$ cat src/fspc_pkg.sv
// Constants and types for the flash self-program controller.
package fspc_pkg;
  // Register indexes on the byte register port.
  localparam logic [3:0] REG_OPCTL = 4'h0;
  localparam logic [3:0] REG_CHIPRST = 4'h1;
  localparam logic [3:0] REG_TIMBUF = 4'h2;
  localparam logic [3:0] REG_ADDRL = 4'h3;
  localparam logic [3:0] REG_ADDRH = 4'h4;
  localparam logic [3:0] REG_D0L = 4'h5;
  localparam logic [3:0] REG_D3H = 4'hC;
  // Bit positions in the control registers.
  localparam int B_UNLOCK_STATUS = 7;
  localparam int B_MODE_LSB = 4;
  localparam int B_UNLOCK_TRIG = 3;
  localparam int B_WRITE_TRIG = 2;
  localparam int B_READ_EN = 1;
  localparam int B_READ_TRIG = 0;
  localparam int B_TIME_SEL = 1;
  localparam int B_BUF_CLR = 0;
  // Operation mode codes.
  localparam logic [2:0] MODE_WRITE = 3'h0;
  localparam logic [2:0] MODE_ERASE = 3'h1;
  localparam logic [2:0] MODE_READ = 3'h3;
  localparam logic [2:0] MODE_UNLOCK = 3'h6;
  // Unlock pattern for data pairs one to three, low then high bytes.
  localparam logic [47:0] UNLOCK_KEY = 48'h40_09_04_C3_0D_00;
  localparam logic [7:0] CHIP_RST_KEY = 8'h55;
  localparam logic [4:0] PAGE_LAST = 5'h1F;
  localparam int PAGE_WORDS = 32;
  // Timing, each in its own unit, and cycle counts at the clock rate.
  localparam real CLK_PERIOD_NS = 4.0;
  localparam real ERASE0_MS = 3.2;
  localparam real WRITE0_MS = 2.2;
  localparam real ERASE1_MS = 3.7;
  localparam real WRITE1_MS = 3.0;
  localparam real UNLOCK_US = 8.0;
  localparam real READ_NS = 40.0;
  localparam int ERASE0_CYC = int'($ceil(ERASE0_MS * 1.0e6 / CLK_PERIOD_NS));
  localparam int WRITE0_CYC = int'($ceil(WRITE0_MS * 1.0e6 / CLK_PERIOD_NS));
  localparam int ERASE1_CYC = int'($ceil(ERASE1_MS * 1.0e6 / CLK_PERIOD_NS));
  localparam int WRITE1_CYC = int'($ceil(WRITE1_MS * 1.0e6 / CLK_PERIOD_NS));
  localparam int UNLOCK_CYC = int'($floor(UNLOCK_US * 1.0e3 / CLK_PERIOD_NS));
  localparam int READ_CYC = int'($ceil(READ_NS / CLK_PERIOD_NS));
  // Command bundle toward the flash array macro.
  typedef struct packed {
    logic erase;
    logic write;
    logic read;
    logic [13:0] addr;
    logic [31:0] tag;
    logic wvalid;
    logic [4:0] widx;
    logic [15:0] wdata;
  } fspc_flash_t;
endpackage

$ cat src/fspc_ctrl.sv
// Flash self-program controller: registers, page buffer and op sequencer.
//
// The address-and-strobe port and the register addresses were left to the implementer.
`timescale 1ns/10ps
module fspc_ctrl import fspc_pkg::*; #(
  parameter int ERASE0 = ERASE0_CYC,
  parameter int WRITE0 = WRITE0_CYC,
  parameter int ERASE1 = ERASE1_CYC,
  parameter int WRITE1 = WRITE1_CYC
) (
  input wire logic clock,
  input wire logic rst_b,
  input wire logic [3:0] reg_addr,
  input wire logic [7:0] reg_wdata,
  input wire logic reg_wr,
  input wire logic reg_rd,
  output logic [7:0] reg_rdata,
  input wire logic [15:0] flash_rdata,
  output fspc_flash_t flash_cmd,
  output logic cpu_halt,
  output logic chip_reset
);

  // Sequencer states; idle is the only state that takes new triggers.
  typedef enum logic [2:0] {
    S_IDLE, S_UNLOCK, S_CLEAR, S_ERASE, S_WRITE, S_READ
  } fspc_state_t;

  fspc_state_t state; // Current sequencer state.
  fspc_state_t next_state; // State for the next edge.
  logic [19:0] cnt; // Down counter of the running operation.
  logic [4:0] idx; // Word index for clear and write streaming.
  logic wdone; // Whole page already streamed in the running write.
  logic unlock_status; // Erase/write unlocked flag.
  logic [2:0] op_mode_field; // Selected operation mode.
  logic read_enable_bit; // Read permission.
  logic op_time_select; // Long or short erase/write times.
  logic [7:0] reset_pattern; // Chip reset pattern register.
  logic [13:0] flash_word_address; // Word address pair.
  logic [7:0] dreg [8]; // Data pairs zero to three, low then high.
  logic [15:0] wbuf [PAGE_WORDS]; // Page write buffer.
  logic [31:0] tag; // Words written since the last clear.
  logic idle; // Sequencer takes new requests.
  logic wr_ctl; // Write to the operation control register.
  logic wr_buf; // Accepted write into the page buffer.
  logic key_ok; // Unlock pattern present in pairs one to three.
  logic cnt_done; // Running operation ends this cycle.
  logic [2:0] new_mode; // Mode carried by a control write.
  logic [19:0] dur; // Duration loaded when an operation starts.

  // Register index of a data byte, zero for pair zero low.
  function automatic logic [2:0] dsel(input logic [3:0] a);
    dsel = 3'(a - REG_D0L);
  endfunction

  assign idle = (state == S_IDLE);
  assign wr_ctl = reg_wr && (reg_addr == REG_OPCTL);
  assign new_mode = reg_wdata[B_MODE_LSB +: 3];
  assign cnt_done = (cnt == 20'h00000);
  assign key_ok = ({dreg[7], dreg[5], dreg[3], dreg[6], dreg[4], dreg[2]}
                   == UNLOCK_KEY);
  // Page data is taken only when unlocked and idle.
  assign wr_buf = reg_wr && (reg_addr == REG_D0L + 4'h1) && unlock_status
                  && idle;

  // Duration chosen from the time select bit and the mode.
  always_comb begin
    if (new_mode == MODE_ERASE) begin
      dur = op_time_select ? 20'(ERASE1 - 1) : 20'(ERASE0 - 1);
    end else begin
      dur = op_time_select ? 20'(WRITE1 - 1) : 20'(WRITE0 - 1);
    end
  end

  // Next state; unlock wins over write, write over read.
  always_comb begin
    next_state = state;
    case (state)
      S_IDLE: begin
        if (wr_ctl && reg_wdata[B_UNLOCK_TRIG]) begin
          next_state = S_UNLOCK;
        end else if (wr_ctl && reg_wdata[B_WRITE_TRIG] && unlock_status
                     && new_mode == MODE_WRITE) begin
          next_state = S_WRITE;
        end else if (wr_ctl && reg_wdata[B_WRITE_TRIG] && unlock_status
                     && new_mode == MODE_ERASE) begin
          next_state = S_ERASE;
        end else if (wr_ctl && reg_wdata[B_READ_TRIG]
                     && reg_wdata[B_READ_EN] && new_mode == MODE_READ) begin
          next_state = S_READ;
        end else if (reg_wr && reg_addr == REG_TIMBUF
                     && reg_wdata[B_BUF_CLR]) begin
          next_state = S_CLEAR;
        end
      end
      S_CLEAR: begin
        // Clear walks all words, one per cycle.
        if (idx == PAGE_LAST) begin
          next_state = S_IDLE;
        end
      end
      S_UNLOCK, S_ERASE, S_WRITE, S_READ: begin
        if (cnt_done) begin
          next_state = S_IDLE;
        end
      end
      default: next_state = S_IDLE;
    endcase
  end

  // State register.
  always_ff @(posedge clock or negedge rst_b) begin
    if (!rst_b) begin
      state <= S_IDLE;
    end else begin
      state <= next_state;
    end
  end

  // Operation counter, loaded when an operation leaves idle.
  always_ff @(posedge clock or negedge rst_b) begin
    if (!rst_b) begin
      cnt <= 20'h00000;
    end else if (idle) begin
      case (next_state)
        S_UNLOCK: cnt <= 20'(UNLOCK_CYC - 1);
        S_READ: cnt <= 20'(READ_CYC - 1);
        S_WRITE, S_ERASE: cnt <= dur;
        default: cnt <= 20'h00000;
      endcase
    end else if (!cnt_done) begin
      cnt <= cnt - 20'h00001;
    end
  end

  // Word index: steps through the page in clear and write.
  always_ff @(posedge clock or negedge rst_b) begin
    if (!rst_b) begin
      idx <= 5'h00;
    end else if (state == S_CLEAR || (state == S_WRITE && idx != PAGE_LAST)) begin
      idx <= idx + 5'h01;
    end else if (idle) begin
      idx <= 5'h00;
    end
  end

  // Stream-done flag: the page goes out once, however long the write lasts.
  // Without it the last word would be offered again on every cycle of the write.
  always_ff @(posedge clock or negedge rst_b) begin
    if (!rst_b) begin
      wdone <= 1'b0;
    end else if (idle) begin
      wdone <= 1'b0;
    end else if (state == S_WRITE && idx == PAGE_LAST) begin
      wdone <= 1'b1;
    end
  end

  // Unlock status: hardware sets, software may only clear.
  // The hardware set wins over a clear in the same cycle.
  always_ff @(posedge clock or negedge rst_b) begin
    if (!rst_b) begin
      unlock_status <= 1'b0;
    end else if (state == S_UNLOCK && cnt_done && key_ok
                 && op_mode_field == MODE_UNLOCK) begin
      unlock_status <= 1'b1;
    end else if (wr_ctl && !reg_wdata[B_UNLOCK_STATUS]) begin
      unlock_status <= 1'b0;
    end
  end

  // Mode and read enable change only while idle.
  always_ff @(posedge clock or negedge rst_b) begin
    if (!rst_b) begin
      op_mode_field <= MODE_WRITE;
      read_enable_bit <= 1'b0;
    end else if (wr_ctl && idle) begin
      op_mode_field <= new_mode;
      read_enable_bit <= reg_wdata[B_READ_EN];
    end
  end

  // Timing select; held while an operation is running.
  always_ff @(posedge clock or negedge rst_b) begin
    if (!rst_b) begin
      op_time_select <= 1'b0;
    end else if (reg_wr && reg_addr == REG_TIMBUF && idle) begin
      op_time_select <= reg_wdata[B_TIME_SEL];
    end
  end

  // Chip reset pattern; a one-cycle reset request on the key.
  always_ff @(posedge clock or negedge rst_b) begin
    if (!rst_b) begin
      reset_pattern <= 8'h00;
      chip_reset <= 1'b0;
    end else begin
      chip_reset <= reg_wr && reg_addr == REG_CHIPRST
                    && reg_wdata == CHIP_RST_KEY;
      if (reg_wr && reg_addr == REG_CHIPRST) begin
        reset_pattern <= reg_wdata;
      end
    end
  end

  // Address pair; page writes step it but stop on the last word.
  always_ff @(posedge clock or negedge rst_b) begin
    if (!rst_b) begin
      flash_word_address <= 14'h0000;
    end else if (wr_buf) begin
      if (flash_word_address[4:0] != PAGE_LAST) begin
        flash_word_address <= flash_word_address + 14'h0001;
      end
    end else if (reg_wr && idle && reg_addr == REG_ADDRL) begin
      flash_word_address[7:0] <= reg_wdata;
    end else if (reg_wr && idle && reg_addr == REG_ADDRH) begin
      flash_word_address[13:8] <= reg_wdata[5:0];
    end
  end

  // Data bytes; a finished read lands in pair zero.
  always_ff @(posedge clock or negedge rst_b) begin
    if (!rst_b) begin
      for (int i = 0; i < 8; i++) begin
        dreg[i] <= 8'h00;
      end
    end else if (state == S_READ && cnt_done) begin
      dreg[0] <= flash_rdata[7:0];
      dreg[1] <= flash_rdata[15:8];
    end else if (reg_wr && reg_addr >= REG_D0L && reg_addr <= REG_D3H) begin
      // Pattern bytes must still land during the unlock window.
      if (idle || state == S_UNLOCK) begin
        dreg[dsel(reg_addr)] <= reg_wdata;
      end
    end
  end

  // Page buffer with its word tags.
  // The clear command goes word by word; a finished write clears every word at once.
  always_ff @(posedge clock or negedge rst_b) begin
    if (!rst_b) begin
      tag <= 32'h00000000;
    end else if (state == S_CLEAR) begin
      tag[idx] <= 1'b0;
    end else if ((state == S_WRITE || state == S_ERASE) && cnt_done) begin
      tag <= 32'h00000000;
    end else if (wr_buf) begin
      tag[flash_word_address[4:0]] <= 1'b1;
    end
  end

  // Buffer words, cleared together when a write ends.
  always_ff @(posedge clock or negedge rst_b) begin
    if (!rst_b) begin
      for (int i = 0; i < PAGE_WORDS; i++) begin
        wbuf[i] <= 16'h0000;
      end
    end else if (state == S_WRITE && cnt_done) begin
      for (int i = 0; i < PAGE_WORDS; i++) begin
        wbuf[i] <= 16'h0000;
      end
    end else if (state == S_CLEAR) begin
      wbuf[idx] <= 16'h0000;
    end else if (wr_buf) begin
      wbuf[flash_word_address[4:0]] <= {reg_wdata, dreg[0]};
    end
  end

  // Flash command: levels per operation and a streamed page.
  always_ff @(posedge clock or negedge rst_b) begin
    if (!rst_b) begin
      flash_cmd <= '0;
    end else begin
      flash_cmd.erase <= (next_state == S_ERASE);
      flash_cmd.write <= (next_state == S_WRITE);
      flash_cmd.read <= (next_state == S_READ);
      flash_cmd.addr <= flash_word_address;
      flash_cmd.tag <= tag;
      flash_cmd.wvalid <= (state == S_WRITE && !wdone && !cnt_done);
      flash_cmd.widx <= idx;
      flash_cmd.wdata <= wbuf[idx];
    end
  end

  // Core halt covers every started array operation.
  assign cpu_halt = (state == S_ERASE || state == S_WRITE
                     || state == S_READ);

  // Read data, valid in the cycle after the read strobe.
  always_ff @(posedge clock or negedge rst_b) begin
    if (!rst_b) begin
      reg_rdata <= 8'h00;
    end else if (reg_rd) begin
      case (reg_addr)
        REG_OPCTL: reg_rdata <= {unlock_status, op_mode_field,
          state == S_UNLOCK, state == S_WRITE || state == S_ERASE,
          read_enable_bit, state == S_READ};
        REG_CHIPRST: reg_rdata <= reset_pattern;
        REG_TIMBUF: reg_rdata <= {6'h00, op_time_select,
          state == S_CLEAR};
        REG_ADDRL: reg_rdata <= flash_word_address[7:0];
        REG_ADDRH: reg_rdata <= {2'h0, flash_word_address[13:8]};
        default: begin
          if (reg_addr <= REG_D3H) begin
            reg_rdata <= dreg[dsel(reg_addr)];
          end else begin
            reg_rdata <= 8'h00;
          end
        end
      endcase
    end
  end
endmodule // fspc_ctrl

$ cat config.mk
export PLATFORM = sky130hd
export DESIGN_NAME = fspc_ctrl
export DESIGN_NICKNAME = d
export VERILOG_FILES = /design/src/fspc_pkg.sv /design/src/fspc_ctrl.sv
export SDC_FILE = /design/constraint.sdc
export NUM_CORES = 2
export LEC_CHECK = 0
export ABC_AREA = 0
export BUFFER_PORTS_ARGS = -buffer_cell sky130_fd_sc_hd__buf_2
export CORE_ASPECT_RATIO = 1.4
export CORE_MARGIN = 4
export CORE_UTILIZATION = 56
export CTS_BUF_LIST = sky130_fd_sc_hd__clkbuf_16
export CTS_CLUSTER_DIAMETER = 50
export DETAILED_ROUTE_END_ITERATION = 7
export PLACE_DENSITY = 0.76
export SYNTH_ARGS = -nofsm -noshare
export SYNTH_HDL_FRONTEND = slang
export SYNTH_SLANG_ARGS = --single-unit
$ cat constraint.sdc
create_clock -name clock -period 3.4 [get_ports clock]
set_input_delay 0.51 -clock clock [delete_from_list [all_inputs] [get_ports clock]]
set_output_delay 0.51 -clock clock [all_outputs]
set_load 0.02 [all_outputs]
**After elaboration in Yosys (flattened, before gate mapping)**

Index checks and enable logic that the tools add are counted.

- Bits of input ports: 32
- Word-level logic and storage cells: 231
- Output and inout port bits: 81
- Bits in registers: 745

- Muxes and demuxes: 54
- Bitwise logic cells: 9
- Add/subtract/negate cells: 4
- $lt $le $gt $ge: 12
- Eq/ne operators: 25
- Reduce and logical (&&, ||, !) cells: 65

Operators with widths:

| operator | count |
|---|---|
| $mux W512 | 3 |
| $and A512 B512 Y512 | 1 |
| $bwmux W512 | 1 |
| $not A512 Y512 | 1 |
| $demux W16 S5 | 2 |
| $mux W64 | 2 |
| $mux W32 | 3 |
| $bmux W16 S5 | 1 |
| $mux W16 | 5 |
| $bwmux W64 | 1 |
| $pmux W20 S3 | 1 |
| $eq A48 B47 Y1 const B | 1 |
| $mux W20 | 2 |
| $mux W8 | 5 |
| $pmux W8 S5 | 1 |
| $logic_and A1 B1 Y1 | 39 |
| $mux W18 | 2 |
| $and A32 B32 Y32 | 1 |
| $not A32 Y32 | 1 |
| $or A32 B32 Y32 | 1 |
| $mux W14 | 2 |
| $bmux W8 S3 | 1 |
| $demux W8 S3 | 1 |
| $mux W3 | 7 |
| 43 further kinds | 84 |

**Longest topological paths before layout**

- Depth in word-level cells: 14
- Gate-level depth with buffers: 12
- Gate-level depth less buffers: 9

**Least setup slack after synthesis**

OpenSTA, ideal clock, no wires.

- Path type: register to register
- Start: register idx[0]
- End: register wbuf[59] (netlist bit)
- Stages on the path, launching flop included: 12
- Arrival: 3,142 ps
- Slack: 176 ps
- Period minus slack after synthesis: 3,224 ps
- Library setup time: 82 ps
- Cells stage by stage: dfrtp_1 -> clkbuf_1 -> clkbuf_1 -> clkbuf_1 -> inv_1 -> ha_1 -> nand2_1 -> clkbuf_1 -> nor2_1 -> nor3_1 -> clkbuf_1 -> o2bb2ai_1

- Cells in the longest elaborated chain, start to end: 9
- Elaborated cells on any way between the ends: 10
- Those cells by class: 2 x order compare; 4 x mux; 3 x bitwise; 1 x reduce/logical

RTL lines:

| element | line | RTL |
|---|---|---|
| start, declared | fspc_ctrl.sv:32 | `logic [4:0] idx;` |
| start signal, assigned | fspc_ctrl.sv:141 | `idx <= idx + 5'h01;` |
| $not A5 Y6 (not written as such) (*) | fspc_ctrl.sv:263 | `wbuf[idx] <= 16'h0000;` |
| $ge A6 B6 Y1 (not written as such) / $lt A6 B1 Y1 (equally long branches) | fspc_ctrl.sv:263 |  |
| $logic_and A1 B1 Y1 (not written as such) | fspc_ctrl.sv:263 |  |
| $mux W16 (not written as such) | fspc_ctrl.sv:263 |  |
| $demux W16 S5 (*) | fspc_ctrl.sv:263 |  |
| $not A512 Y512 (no source line) (*) | - |  |
| $and A512 B512 Y512 (no source line) (*) | - |  |
| $mux W512 (*) | fspc_ctrl.sv:262 | `end else if (state == S_CLEAR) begin` |
| $mux W512 (*) | fspc_ctrl.sv:258 | `end else if (state == S_WRITE && cnt_done) begin` |
| end signal, assigned by index | fspc_ctrl.sv:265 | `wbuf[flash_word_address[4:0]] <= {reg_wdata, dreg[0]};` |
| end, declared | fspc_ctrl.sv:41 | `logic [15:0] wbuf [PAGE_WORDS];` |

Mark *: on every way between the ends. The rest lies on a longest branch, timed or not.
A chain may end at the register's enable or synchronous reset.

**Worst setup path in the final report**

- Start: register cnt[0]
- End: register cnt[13]

- Cells in the longest elaborated chain, start to end: 7
- Elaborated cells on any way between the ends: 13
- Those cells by class: 1 x add/sub; 5 x eq/ne; 5 x mux; 2 x reduce/logical

RTL lines:

| element | line | RTL |
|---|---|---|
| start, declared | fspc_ctrl.sv:31 | `logic [19:0] cnt;` |
| start signal, assigned | fspc_ctrl.sv:126 | `S_UNLOCK: cnt <= 20'(UNLOCK_CYC - 1);` |
| start signal, assigned | fspc_ctrl.sv:127 | `S_READ: cnt <= 20'(READ_CYC - 1);` |
| start signal, assigned | fspc_ctrl.sv:128 | `S_WRITE, S_ERASE: cnt <= dur;` |
| $logic_not A20 Y1 (*) | fspc_ctrl.sv:59 | `assign cnt_done = (cnt == 20'h00000);` |
| $mux W3 (*) | fspc_ctrl.sv:103 | `if (cnt_done) begin` |
| $pmux W3 S3 (*) | fspc_ctrl.sv:78 | `case (state)` |
| via next_state[1] | fspc_ctrl.sv:30 | `fspc_state_t next_state;` |
| $eq A3 B2 Y1 / $eq A3 B3 Y1 (equally long branches) | fspc_ctrl.sv:125 | `case (next_state)` |
| $reduce_or A2 Y1 | fspc_ctrl.sv:125 |  |
| $pmux W20 S3 (*) | fspc_ctrl.sv:125 |  |
| $mux W20 (*) | fspc_ctrl.sv:124 | `end else if (idle) begin` |

Mark *: on every way through the listed nets, which the timed path passes. The rest lies on a longest branch. The select of a mux whose other input is x is not followed.

==> metrics <==
status=complete, no violations; IO Pins=113; initial antenna violation count=2; crit path to=cnt[13]; Die W=~210 µm; vias=25500; max-slew violations=0; Clk Latency, worst-skew pair=between 600 and 700 ps; xor-xnor portion of the synthesized cell area=0.476%; startpoint types=flip-flop; Filler cells=4291; IO buf count=112; final core utilization=64.2%; Detail Placement HPWL=around 72000 µm; DRT Pass-1 Iters=7; Compound-Gate Fraction of Synth Area=19.0%; CP Data Arrival Time=3670 ps; cells after synthesis=between 2000 and 3000; commonest non-fill, non-tap cell in the layout=dfrtp_1; largest family of logic cells by synthesized area=compound AO/OA/AOI/OAI gates; Max Cap Viol=0; row count=between 100 and 150; area of the multi-input gates=0.0138 mm²; GRT Resource Usage Total=a little over a third; GPL Wtd Cong=0.996; H-tree depth=3; Max clock buf depth=3; sequential share of the synthesized area=56.3%; # clock sinks=roughly 750; CTS tree=done; drc violations=0; HP Class=primary input to flip-flop; setup repair after global routing missed its margin=false; R2R Setup Slk=200 ps; gr ovfl total=0; Initial Util=56.6%; first-pass GRT wire length=approximately 170000 µm; most frequent cells in the layout=dfrtp_1, o2bb2ai_1, nand2_1, nor2_1, mux4_2; Ys Warns=0; die height=between 200 and 300 µm; Die ar.=roughly 0.063 mm²; post-route setup TNS=0 ps; gr busiest metal=met2; peak supply drop=0.496 mV; Synth Area in Simple Gates=just over 8%; area grow syn2layout=13.5%; max_slew headroom=8.93%; R2R Path End=cnt[13]; Static Leak=16.5 nW; largest net degree at the start of global routing=96; multiplexer area fraction after synthesis=12.3%; number of DRC markers in iteration 0=2835; crit path capture type=flip-flop; GR Layer Usage met3=8.05%; predominant post-synthesis flop cell=dfrtp_1; Clock Pin Slew Worst Setup and Hold Paths=approximately 60 ps; Required @ worst endpoint=approximately 3900 ps; setup bufs post-CTS=0; Post-synth EDFFs=0; FF+latch area=approximately 0.019 mm²; Root Buffer=clkbuf_16; Worst Setup Path Type=flip-flop to flip-flop; Routed wire per std cell=a little over 30 µm; Final Hold Vio Count=0; total core area=0.0586 mm²; final WL=110000 µm; crit-path max FO=6; average size of a mapped cell=12.5 µm²; Async SR Flop Fraction=100%; Pwr per Cell Area=about 640 mW/mm²; synthesized area=0.0331 mm²; NumNets Final=2793; vias in the first global route=around 26000; final critical-path share of the clock period=a little over nine tenths; post-route minimum period=~3200 ps; adder and majority gate portion of the synthesized area=less than 1%; Clock Skews=around 24 ps; Post-Syn Nets=2698; clock buffer count from CTS=about 70; R2R cell count=9; register bit total from synthesis=745; setup violation total in the final timing report=0; met1 Use GR=42.2%; crit path from=cnt[0]; Worst R2R Start=cnt[0]; f_max=0.312 GHz; layout cell share with drive strength beyond 1=21.6%; via-per-instance ratio=7.19; Worst-Margin Slew=1360 ps; met2 global-route usage=around 55%; post-synthesis cell type count=73; ANT nets after route=0
-- cell families (layout without fill, tap and decap cells) --
group                      Yosys count  after routing
AOI/OAI and AO/OA                  787            787
DFF                                745            745
and+or+nand+nor                    586            586
buffers and inverters              255            405
muxes                              231            231
adders and majority gates           22             22
xor gates and xnor gates            18             18
other                                0              2
-- through the flow --
stage	instances	area [µm²]	power [mW]	hold slack, ps	worst slack (ps)
finish	3545	37600	24.2	132	196
global route	3543	37600	25.0	130	73.0
CTS	3543	37600	24.1	111	184
detailed placement	3413	35300	16.2	368	128
global placement	3413	35300	16.1	366	131
floorplan	2644	33100	13.8	214	176
-- final cells by class --
cell class	instances	area share [%]
antenna	2	0.0133
clock buffer	73	4.86
tap	749	2.49
timing repair buffer	255	4.91
sequential	745	49.6
multi-input combinational	1644	36.6
clock inverter	56	1.29
inverter	21	0.210
-- timing repair --
action	in CTS	in global routing
resized for setup	0	1
endpoints found under the hold margin	26	0
setup endpoints to repair	0	1
hold buffers	1	0
-- state kept, by name, indices dropped and copies added, names as in the netlist, 3 cells and up --
name,flops
flash_cmd,71
dreg,64
reg_rdata,8
wbuf,512
op_mode_field,3
cnt,20
state,3
tag,32
reset_pattern,8
idx,5
flash_word_address,14
-- power by group --
part	total, mW	switching (mW)	internal (mW)
clock network	8.00	3.59	4.42
registers	10.3	0.821	9.47
logic	5.96	3.85	2.11
total	24.2	8.26	16.0
-- worst max-delay path: stages, from the launching register on --
cell and delay (ps):
dfrtp_1 410, inv_1 70, ha_1 190, or4b_1 480, or4_4 530, or2_0 400
a211oi_4 370, inv_1 160, o21ai_4 290, o22ai_1 140
-- Yosys cell counts (all sizes together), types with 22 or more instances --
master | number | area [µm²]
mux2 | 58 | 653
buf | 30 | 125
nor2 | 180 | 676
dfrtp | 745 | 18600
o21ai | 79 | 399
o22ai | 30 | 188
nor3 | 51 | 260
o2bb2ai | 432 | 3780
a21oi | 47 | 235
and3 | 22 | 143
nand2 | 190 | 713
a32oi | 32 | 280
a22oi | 39 | 293
nand3 | 39 | 195
ha | 22 | 275
mux4 | 134 | 3020
mux2i | 39 | 390
clkbuf | 204 | 766
-- worst min path at each step --
stage / start / slack (ps) / to / cells after the start
after floorplan: rst_b / 210 / chip_reset / 0
after global placement: tag[3] / 370 / flash_cmd[25] / 0
after detailed placement: tag[27] / 370 / flash_cmd[49] / 0
after CTS: flash_rdata[6] / 110 / dreg[62] / 3
after global routing: flash_rdata[6] / 130 / dreg[62] / 3
final: flash_rdata[6] / 130 / dreg[62] / 3
-- metal layers --
metal,vias up,wire length [µm]
li1,10300,-
met2,1678,51400
met4,0,10200
met1,13000,37900
met3,461,10400
met5,-,0
(Power assumes the default switching activity.)
